$ cat config.mk
export PLATFORM = sky130hd
export DESIGN_NAME = qdi_top
export DESIGN_NICKNAME = d
export VERILOG_FILES = /design/src/qdi_pkg.sv /design/src/qdi_chan_if.sv /design/src/qdi_filter.sv /design/src/qdi_top.sv
export SDC_FILE = /design/constraint.sdc
export NUM_CORES = 1
export LEC_CHECK = 0
export ABC_AREA = 1
export BUFFER_PORTS_ARGS = -buffer_cell sky130_fd_sc_hd__clkbuf_2
export CORE_MARGIN = 4
export CORE_UTILIZATION = 35
export CTS_CLUSTER_DIAMETER = 80
export DETAILED_ROUTE_END_ITERATION = 8
export PLACE_DENSITY = 0.55
export SETUP_SLACK_MARGIN = 0.15
export SYNTH_ARGS = -nofsm -noshare
export SYNTH_HDL_FRONTEND = slang
export SYNTH_SLANG_ARGS = --single-unit
$ cat constraint.sdc
create_clock -name clk_i -period 1.4 [get_ports clk_i]
set_input_delay 0.28 -clock clk_i [delete_from_list [all_inputs] [get_ports clk_i]]
set_output_delay 0.28 -clock clk_i [all_outputs]
set_load 0.02 [all_outputs]
$ cat src/qdi_pkg.sv
// Purpose: Shared constants for the quad input debounce image block
// Assumes: 200 MHz clock
// Notes: Times are in ns; cycle counts are derived from them
package qdi_pkg;
  localparam int QDI_CHANNELS = 4;
  localparam int QDI_CLK_PERIOD_NS = 5;
  localparam int QDI_FILTER_TIME_NS = 3000000;
  localparam int QDI_FILTER_CYCLES =
    (QDI_FILTER_TIME_NS + QDI_CLK_PERIOD_NS - 1) / QDI_CLK_PERIOD_NS;
  localparam int QDI_FLASH_HZ = 2;
  localparam int QDI_FLASH_HALF_NS = 1000000000 / (2 * QDI_FLASH_HZ);
  localparam int QDI_FLASH_HALF_CYCLES = QDI_FLASH_HALF_NS / QDI_CLK_PERIOD_NS;
  localparam int QDI_FILTER_CNT_W = 20;
  localparam int QDI_FLASH_CNT_W = 26;
  localparam int QDI_ADDR_W = 4;
  localparam logic [3:0] QDI_IMAGE_OFFSET = 4'h0;
  localparam logic [7:0] QDI_IMAGE_RESET = 8'h00;
  localparam int QDI_IMAGE_CH_LSB = 0;
  localparam logic [3:0] QDI_IMAGE_RSVD = 4'h0;

  typedef enum logic [1:0] {
    QDI_FAULT_OFF   = 2'b00,
    QDI_FAULT_ON    = 2'b01,
    QDI_FAULT_FLASH = 2'b10
  } qdi_fault_type;
endpackage

$ cat src/qdi_chan_if.sv
// Purpose: Carries one channel between the top and its filter
// Assumes: Single clock domain
// Notes: Raw level in, filtered level out
`timescale 1ns/1ps
interface qdi_chan_if;
  logic raw;
  logic filtered;
  modport filt (input raw, output filtered);
  modport top (output raw, input filtered);
endinterface

$ cat src/qdi_filter.sv
// Purpose: Symmetric delay filter for one input channel
// Assumes: Input synchronous to clk_i
// Notes: Output follows only after the new level persists CYCLES clocks
`timescale 1ns/1ps
module qdi_filter
  import qdi_pkg::*;
#(
  parameter int CYCLES = QDI_FILTER_CYCLES
)
(
  // Clock and reset
  input wire logic clk_i,
  input wire logic rstn_i,
  // Channel
  qdi_chan_if.filt ch
);
  logic [QDI_FILTER_CNT_W-1:0] cnt;
  logic state;

  // Same counter serves both edge directions
  always_ff @(posedge clk_i)
  begin
    if (!rstn_i)
    begin
      cnt <= '0;
      state <= 1'b0;
    end
    else if (ch.raw == state)
    begin
      cnt <= '0;
    end
    else if (cnt == QDI_FILTER_CNT_W'(CYCLES - 1))
    begin
      state <= ch.raw;
      cnt <= '0;
    end
    else
    begin
      cnt <= cnt + QDI_FILTER_CNT_W'(1);
    end
  end

  assign ch.filtered = state;
endmodule

$ cat src/qdi_top.sv
// Purpose: Four-channel filtered input image with status indicators
// Assumes: Inputs synchronous to clk_i; coupler reads the image byte
// Notes: Read-only; no output, parameter or diagnostic data
//
// Functional notes
// Rising change shows in image only after 3 ms stable high.
// Falling change shows in image only after 3 ms stable low.
// Image byte: bits 0..3 carry channels 0..3, bits 7..4 reserved.
// No output image bytes; the coupler cannot alter behaviour.
// All four channels filtered concurrently and independently.
// Each channel indicator lit while its input is one.
// Run indicator shows whether bus communication works.
// Fault indicator lit on module error, dark when fine.
// Fault indicator flashes at 2 Hz on configuration error.
// Reserved image bits read zero; no interrupt or diagnostic record.
`timescale 1ns/1ps
module qdi_top
  import qdi_pkg::*;
#(
  parameter int FILTER_CYCLES = QDI_FILTER_CYCLES,
  parameter int FLASH_HALF_CYCLES = QDI_FLASH_HALF_CYCLES
)
(
  // Clock and reset
  input wire logic clk_i,
  input wire logic rstn_i,
  // Process inputs
  input wire logic [QDI_CHANNELS-1:0] input_channel_n_i,
  // Coupler read port
  input wire logic rd_i,
  input wire logic [QDI_ADDR_W-1:0] addr_i,
  output logic [7:0] rdata_o,
  output logic rvalid_o,
  output logic [7:0] input_image_area_o,
  // Module status
  input wire logic bus_ok_i,
  input wire logic module_error_i,
  input wire logic config_error_i,
  // Indicators
  output logic [QDI_CHANNELS-1:0] channel_led_o,
  output logic run_led_o,
  output logic module_fault_indicator_o
);
  logic [QDI_CHANNELS-1:0] filtered;
  logic [7:0] channel_state_byte;
  logic [QDI_FLASH_CNT_W-1:0] flash_cnt;
  logic flash_phase;
  logic flash_wrap;
  qdi_fault_type fault_mode;
  qdi_fault_type next_fault_mode;

  // One independent filter per channel
  genvar g;
  generate
    for (g = 0; g < QDI_CHANNELS; g++)
    begin : gen_ch
      qdi_chan_if chi ();
      assign chi.raw = input_channel_n_i[g];
      assign filtered[g] = chi.filtered;
      qdi_filter #(.CYCLES(FILTER_CYCLES)) u_filt (
        .clk_i(clk_i),
        .rstn_i(rstn_i),
        .ch(chi)
      );
    end
  endgenerate

  // Packs filtered levels under the cleared reserved nibble
  function automatic logic [7:0] pack_image(input logic [QDI_CHANNELS-1:0] lvl);
  begin
    pack_image = {QDI_IMAGE_RSVD, lvl};
  end
  endfunction

  // Only the image offset is mapped
  function automatic logic image_hit(input logic rd, input logic [QDI_ADDR_W-1:0] addr);
  begin
    image_hit = rd && (addr == QDI_IMAGE_OFFSET);
  end
  endfunction

  // Image byte
  assign channel_state_byte = pack_image(filtered);

  always_ff @(posedge clk_i)
  begin
    if (!rstn_i)
    begin
      input_image_area_o <= QDI_IMAGE_RESET;
    end
    else
    begin
      input_image_area_o <= channel_state_byte;
    end
  end

  // Read answer strobe, one cycle after the request
  always_ff @(posedge clk_i)
  begin
    if (!rstn_i)
    begin
      rvalid_o <= 1'b0;
    end
    else
    begin
      rvalid_o <= rd_i;
    end
  end

  // Read data; no write path exists
  always_ff @(posedge clk_i)
  begin
    if (!rstn_i)
    begin
      rdata_o <= QDI_IMAGE_RESET;
    end
    else if (image_hit(rd_i, addr_i))
    begin
      rdata_o <= channel_state_byte;
    end
    else
    begin
      rdata_o <= 8'h00;
    end
  end

  // Channel indicators follow the raw pins
  always_ff @(posedge clk_i)
  begin
    if (!rstn_i)
    begin
      channel_led_o <= '0;
    end
    else
    begin
      channel_led_o <= input_channel_n_i;
    end
  end

  // Run indicator
  always_ff @(posedge clk_i)
  begin
    if (!rstn_i)
    begin
      run_led_o <= 1'b0;
    end
    else
    begin
      run_led_o <= bus_ok_i;
    end
  end

  // Flash timebase
  assign flash_wrap = (flash_cnt == QDI_FLASH_CNT_W'(FLASH_HALF_CYCLES - 1));

  always_ff @(posedge clk_i)
  begin
    if (!rstn_i || flash_wrap)
    begin
      flash_cnt <= '0;
    end
    else
    begin
      flash_cnt <= flash_cnt + QDI_FLASH_CNT_W'(1);
    end
  end

  // Flash phase, free running from reset
  always_ff @(posedge clk_i)
  begin
    if (!rstn_i)
    begin
      flash_phase <= 1'b0;
    end
    else if (flash_wrap)
    begin
      flash_phase <= ~flash_phase;
    end
  end

  // Fault indicator mode
  always_comb
  begin
    if (config_error_i)
    begin
      next_fault_mode = QDI_FAULT_FLASH;
    end
    else if (module_error_i)
    begin
      next_fault_mode = QDI_FAULT_ON;
    end
    else
    begin
      next_fault_mode = QDI_FAULT_OFF;
    end
  end

  always_ff @(posedge clk_i)
  begin
    if (!rstn_i)
    begin
      fault_mode <= QDI_FAULT_OFF;
    end
    else
    begin
      fault_mode <= next_fault_mode;
    end
  end

  always_ff @(posedge clk_i)
  begin
    if (!rstn_i)
    begin
      module_fault_indicator_o <= 1'b0;
    end
    else
    begin
      case (fault_mode)
        QDI_FAULT_ON: module_fault_indicator_o <= 1'b1;
        QDI_FAULT_FLASH: module_fault_indicator_o <= flash_phase;
        default: module_fault_indicator_o <= 1'b0;
      endcase
    end
  end
endmodule

## Yosys cells after proc, flatten, opt, wreduce, memory -nomap -nowiden

Index checks and enable logic that the tools add are counted.

| operators by class | value |
|---|---|
| $add $sub $neg | 5 |
| eq/ne operators | 11 |
| mux-type cells | 3 |
| bitwise gates (word level) | 6 |
| reduce and logical (&&, ||, !) cells | 14 |

Operator list:

| kind | count |
|---|---|
| $add A20 B1 Y20 const B | 4 |
| $eq A20 B20 Y1 const B | 4 |
| $add A26 B1 Y26 const B | 1 |
| $eq A26 B26 Y1 const B | 1 |
| $reduce_or A3 Y1 | 4 |
| $reduce_and A2 Y1 | 5 |
| $not A1 Y1 | 6 |
| $eq A1 B1 Y1 | 4 |
| $logic_not A4 Y1 | 1 |
| $eq A2 B1 Y1 const B | 1 |
| $eq A2 B2 Y1 const B | 1 |
| $mux W2 | 1 |
| $pmux W1 S2 | 1 |
| $reduce_or A2 Y1 | 1 |
| $logic_and A1 B1 Y1 | 1 |
| $logic_not A1 Y1 | 1 |
| $logic_or A1 B1 Y1 | 1 |
| $mux W1 | 1 |

| word-level totals | value |
|---|---|
| bits in registers | 136 |
| output and inout bits | 23 |
| logic and storage cells | 59 |

## Longest topological paths before layout

| logic depth | value |
|---|---|
| word-level depth | 3 |
| depth in mapped cells | 9 |

## By module

A second synthesis with hierarchy kept.

| unflattened totals | value |
|---|---|
| cell total of the unflattened synthesis | 997 |
| area, all modules | 6791.5 um^2 |

By module, submodules not included:

| module | instances | cells an instance | area each (um^2) |
|---|---|---|---|
| qdi_filter | 4 | 174 | 1156.1 |
| qdi_top | 1 | 301 | 2167.1 |

## Least setup slack after synthesis

Ideal clock, no wire load.

| path | value |
|---|---|
| kind | flip-flop to flip-flop |
| start point | reg gen_ch[2].u_filt.cnt[0] |
| end point | reg gen_ch[2].u_filt.cnt[16] |
| arrival | 1330 ps |
| required time | 1278 ps |
| setup slack | -52 ps |
| cell stages (with the launch flop) | 8 |
| path buffers | 1 |
| clock period less this slack | 1452 ps |
| cells stage by stage | dfxtp_1 > ha_1 > nand3_2 > nor2_4 > nand3_1 > o21ai_2 > buf_6 > a21oi_1 |

| between the ends | value |
|---|---|
| cells in the longest elaborated chain, start to end | 2 |
| elaborated cells on any way between the ends | 3 |
| those cells by class | add/sub (1); eq/ne (1); reduce/logical (1) |

Ends and longest elaborated chain:

| what | RTL line | RTL |
|---|---|---|
| start, declared | qdi_filter.sv:17 | `logic [QDI_FILTER_CNT_W-1:0] cnt;` |
| start signal, assigned | qdi_filter.sv:39 | `cnt <= cnt + QDI_FILTER_CNT_W'(1);` |
| branches (longest 2 deep; another with $add A20 B1 Y20) | -- |  |

Several ways; the timed one is not identified.
A chain may end at the register's enable or synchronous reset.

## Worst setup path in the final report

| path | value |
|---|---|
| start point | reg gen_ch[2].u_filt.cnt[0] |
| end point | reg gen_ch[2].u_filt.cnt[11] |

The elaborated chain is that of the path after synthesis.

==> impl_metrics.tcl <==
set metrics [dict create \
    hold_violations 0 \
    synth_top_family_by_area "simple AND/OR/NAND/NOR gates" \
    fmax_ghz 0.721 \
    grt_first_pass_wirelength_um 25500 \
    ys_seq_area_share_pct 40.0 \
    path_max_fanout 5 \
    grt_max_degree 17 \
    dpl.hpwl_um 10800 \
    multi_input_comb_area_um2 4230 \
    cts_made_buffers 17 \
    drtIter0Drc 219 \
    synthXorXnorAreaFrac_pct 6.97 \
    io_pins 37 \
    synth.most_common_cell "nand2_1" \
    min_path_cells 2 \
    seqCellArea_um2 2630 \
    place.gp.congestion 0.837 \
    firstDrtPassIters 5 \
    path_cells "ha_4 > nand3_4 > nor2_4 > nand3_2 > o21ai_4 > buf_6 > a21oi_2" \
    yosysTopAreaCell "dfxtp_1" \
    cts_sinks 128 \
    grt_pass1_vias 5559 \
    final_area_um2 9130 \
    yosysWarningCount 0 \
    vias 5895 \
    period_share_pct 99.1 \
    internal_power_w 0.00721 \
    synth_area_um2 6410 \
    rows 49 \
    nFillCells 1684 \
    yosys-top-cells-area "dfxtp_1 (40%), nand2_1 (15%), nor2_1 (13%)" \
    cts_root_buffer "clkbuf_16" \
    seqPwrFrac_pct 40.2 \
    drc 0 \
    area_growth_pct 42.4 \
    syn_avg_cell_area_um2 6.79 \
    routed_via_density 4.51 \
    synth_compound_gate_area_share_pct 3.96 \
    cp-end-kind "flop" \
    crit_arrival_ps 1700 \
    cts.clk_slew.worst_paths_ps 60 \
    totalWireLength_um 15700 \
    drtAntennaViolNets 0 \
    ff2ff_setup_slack_ps 10 \
    crit_family "flip-flops" \
    grt_setup_unrepaired "true" \
    place_area_um2 7310 \
    hold_class "in -> reg" \
    clock_path_buffers 2 \
    critPathBufInv 1 \
    worstHoldEndpoint "fault_mode[0]$_SDFF_PP0_" \
    pwr-share-clk_pct 55.2 \
    rr_worst_depth 7 \
    min_period_ps 1390 \
    overflow 0 \
    hold_start "config_error_i" \
    dieArea_um2 20500 \
    synthCells 944 \
    p_per_area_nw_per_um2 1000 \
    die_w_um 143 \
    synth_simple_gate_area_share_pct 39.1 \
    fp.dieH_um 143 \
    antenna_found_initial 0 \
    setup_viol 0 \
    rr_endpoint "gen_ch[2].u_filt.cnt[11]$_SDFF_PP0_" \
    cts_tree "done" \
    synthMuxAreaShare_pct 0 \
    r2r_start "gen_ch[2].u_filt.cnt[0]$_SDFF_PP0_" \
    track_usage_pct 15.2 \
    synth-seq-cells 128 \
    max-vdd-ir-drop_uv 868 \
    power.share.switching_pct 21.4 \
    required_ps 1710 \
    slowest_delay_ps 360 \
    h-tree-depth 4 \
    synth_top_area_share_pct 40.0 \
    wl_per_cell_um 12.0 \
    combinationalPowerShare_pct 4.6 \
    initial_core_util_pct 35.7 \
    synth_common_cells "nand2_1 (249), nor2_1 (219), dfxtp_1 (128)" \
    slowest_stage "dfxtp_4" \
    diodes 0 \
    core_um2 18000 \
    worst-setup-path-type "reg -> reg" \
    async_reset_ff_share_pct 0 \
    clk_latency_ps 420 \
    postLayoutCoreUtil_pct 50.8 \
    finalPower_w 0.00918 \
    synthAdderAreaFrac_pct 1.37 \
    io_buffer_count 28 \
    status "complete, no violations" \
    ys_types 30 \
    clock_skew_ps 4.76 \
    slew_viol_final 0 \
    synth_edf_count 0 \
    cts_hold_buffers 0 \
    startpoint_type "flop" \
    final_nets 1085 \
    drive_above_1_share_pct 36.4 \
    leakage_nw 3.17 \
    cap_violations 0 \
    p_switching_w 0.00197 \
    synth_flop_cell "dfxtp_1" \
]
[power groups by stage]
stage | clock network, W | logic, W | registers (W)
2_1_floorplan | 0 | 0.000183 | 0.00379
3_3_place_gp | 0 | 0.000294 | 0.00378
3_5_place_dp | 0 | 0.000295 | 0.00378
4_1_cts | 0.00516 | 0.000339 | 0.00370
5_1_grt | 0.00534 | 0.000459 | 0.00369
6_report | 0.00506 | 0.000421 | 0.00369
[how the worst max path moves through the flow]
| stage | start | to | slack [ps] | cells past startpoint |
|---|---|---|---|---|
| floorplan | flash_cnt[0]$_SDFF_PP0_ | flash_cnt[19]$_SDFF_PP0_ | 70 | 9 |
| global placement | gen_ch[0].u_filt.cnt[0]$_SDFF_PP0_ | gen_ch[0].u_filt.cnt[16]$_SDFF_PP0_ | 30 | 8 |
| detailed placement | gen_ch[0].u_filt.cnt[0]$_SDFF_PP0_ | gen_ch[0].u_filt.cnt[16]$_SDFF_PP0_ | 10 | 8 |
| CTS | flash_cnt[3]$_SDFF_PP0_ | flash_cnt[12]$_SDFF_PP0_ | 30 | 8 |
| global route | flash_cnt[1]$_SDFF_PP0_ | flash_cnt[16]$_SDFF_PP0_ | -80 | 9 |
| finish | gen_ch[2].u_filt.cnt[0]$_SDFF_PP0_ | gen_ch[2].u_filt.cnt[11]$_SDFF_PP0_ | 10 | 7 |
[layout make-up]
type	instances	share of cell area (%)
Clock buffer	20	5.23
Clock inverter	12	2.23
Inverter	102	4.25
Multi-Input combinational cell	705	46.3
Sequential cell	128	28.8
Tap cell	229	3.14
Timing Repair Buffer	110	9.97
[layout by cell type (no fill, tap or decap), drive strengths merged]
cell type,n
and2,2
o21ai,11
clkinvlp,3
bufinv,5
nor2,246
nand2,260
inv,102
ha,7
a21oi,39
clkbuf,50
clkinv,4
dfxtp,128
conb,8
nand4,9
nor4,1
buf,80
nor3,3
or2,9
xnor2,29
nand3,56
xor2,22
nand3b,3
[logic make-up after synthesis]
kind of cell               after synthesis
buffers and inverters                  120
other                                    1
and+or+nand+nor                        587
DFF                                    128
xor gates and xnor gates                51
adders and majority gates                7
AOI/OAI and AO/OA                       50
[routing by layer]
metal / vias up / GRT usage, % / wire, um
li1: 3129 / - / -
met1: 2642 / 19.1 / 7070
met2: 100 / 25.4 / 7770
met3: 24 / 3.96 / 537
met4: 0 / 5.40 / 314
met5: - / 0 / 0
[repair_timing]
action | in CTS | in global routing
cloned | 4 | 2
pin swaps | 20 | 49
setup endpoints to repair | 107 | 110
gates resized for setup | 78 | 189
buffers inserted | 7 | 15
[registers in the layout, indices dropped and copies added, names as in the netlist]
name,flops
channel_led_o,4
fault_mode,2
flash_cnt,26
flash_phase,1
gen_ch.u_filt.ch.filtered,4
gen_ch.u_filt.cnt,80
input_image_area_o,4
module_fault_indicator_o,1
rdata_o,4
run_led_o,1
rvalid_o,1
[stage by stage]
step | hold WS [ps] | setup slack, ps | setup TNS, ps | cells
after CTS | 19.8 | 32.7 | 0 | 1289
after floorplan | 352 | 67.9 | 0 | 951
after global placement | 431 | 29.9 | 0 | 1246
after global routing | 31.2 | -75.2 | -2750 | 1306
after detailed placement | 432 | 14.9 | 0 | 1246
final | 31.3 | 12.2 | 0 | 1306
No activity file was read; power rests on OpenSTA's default activity.
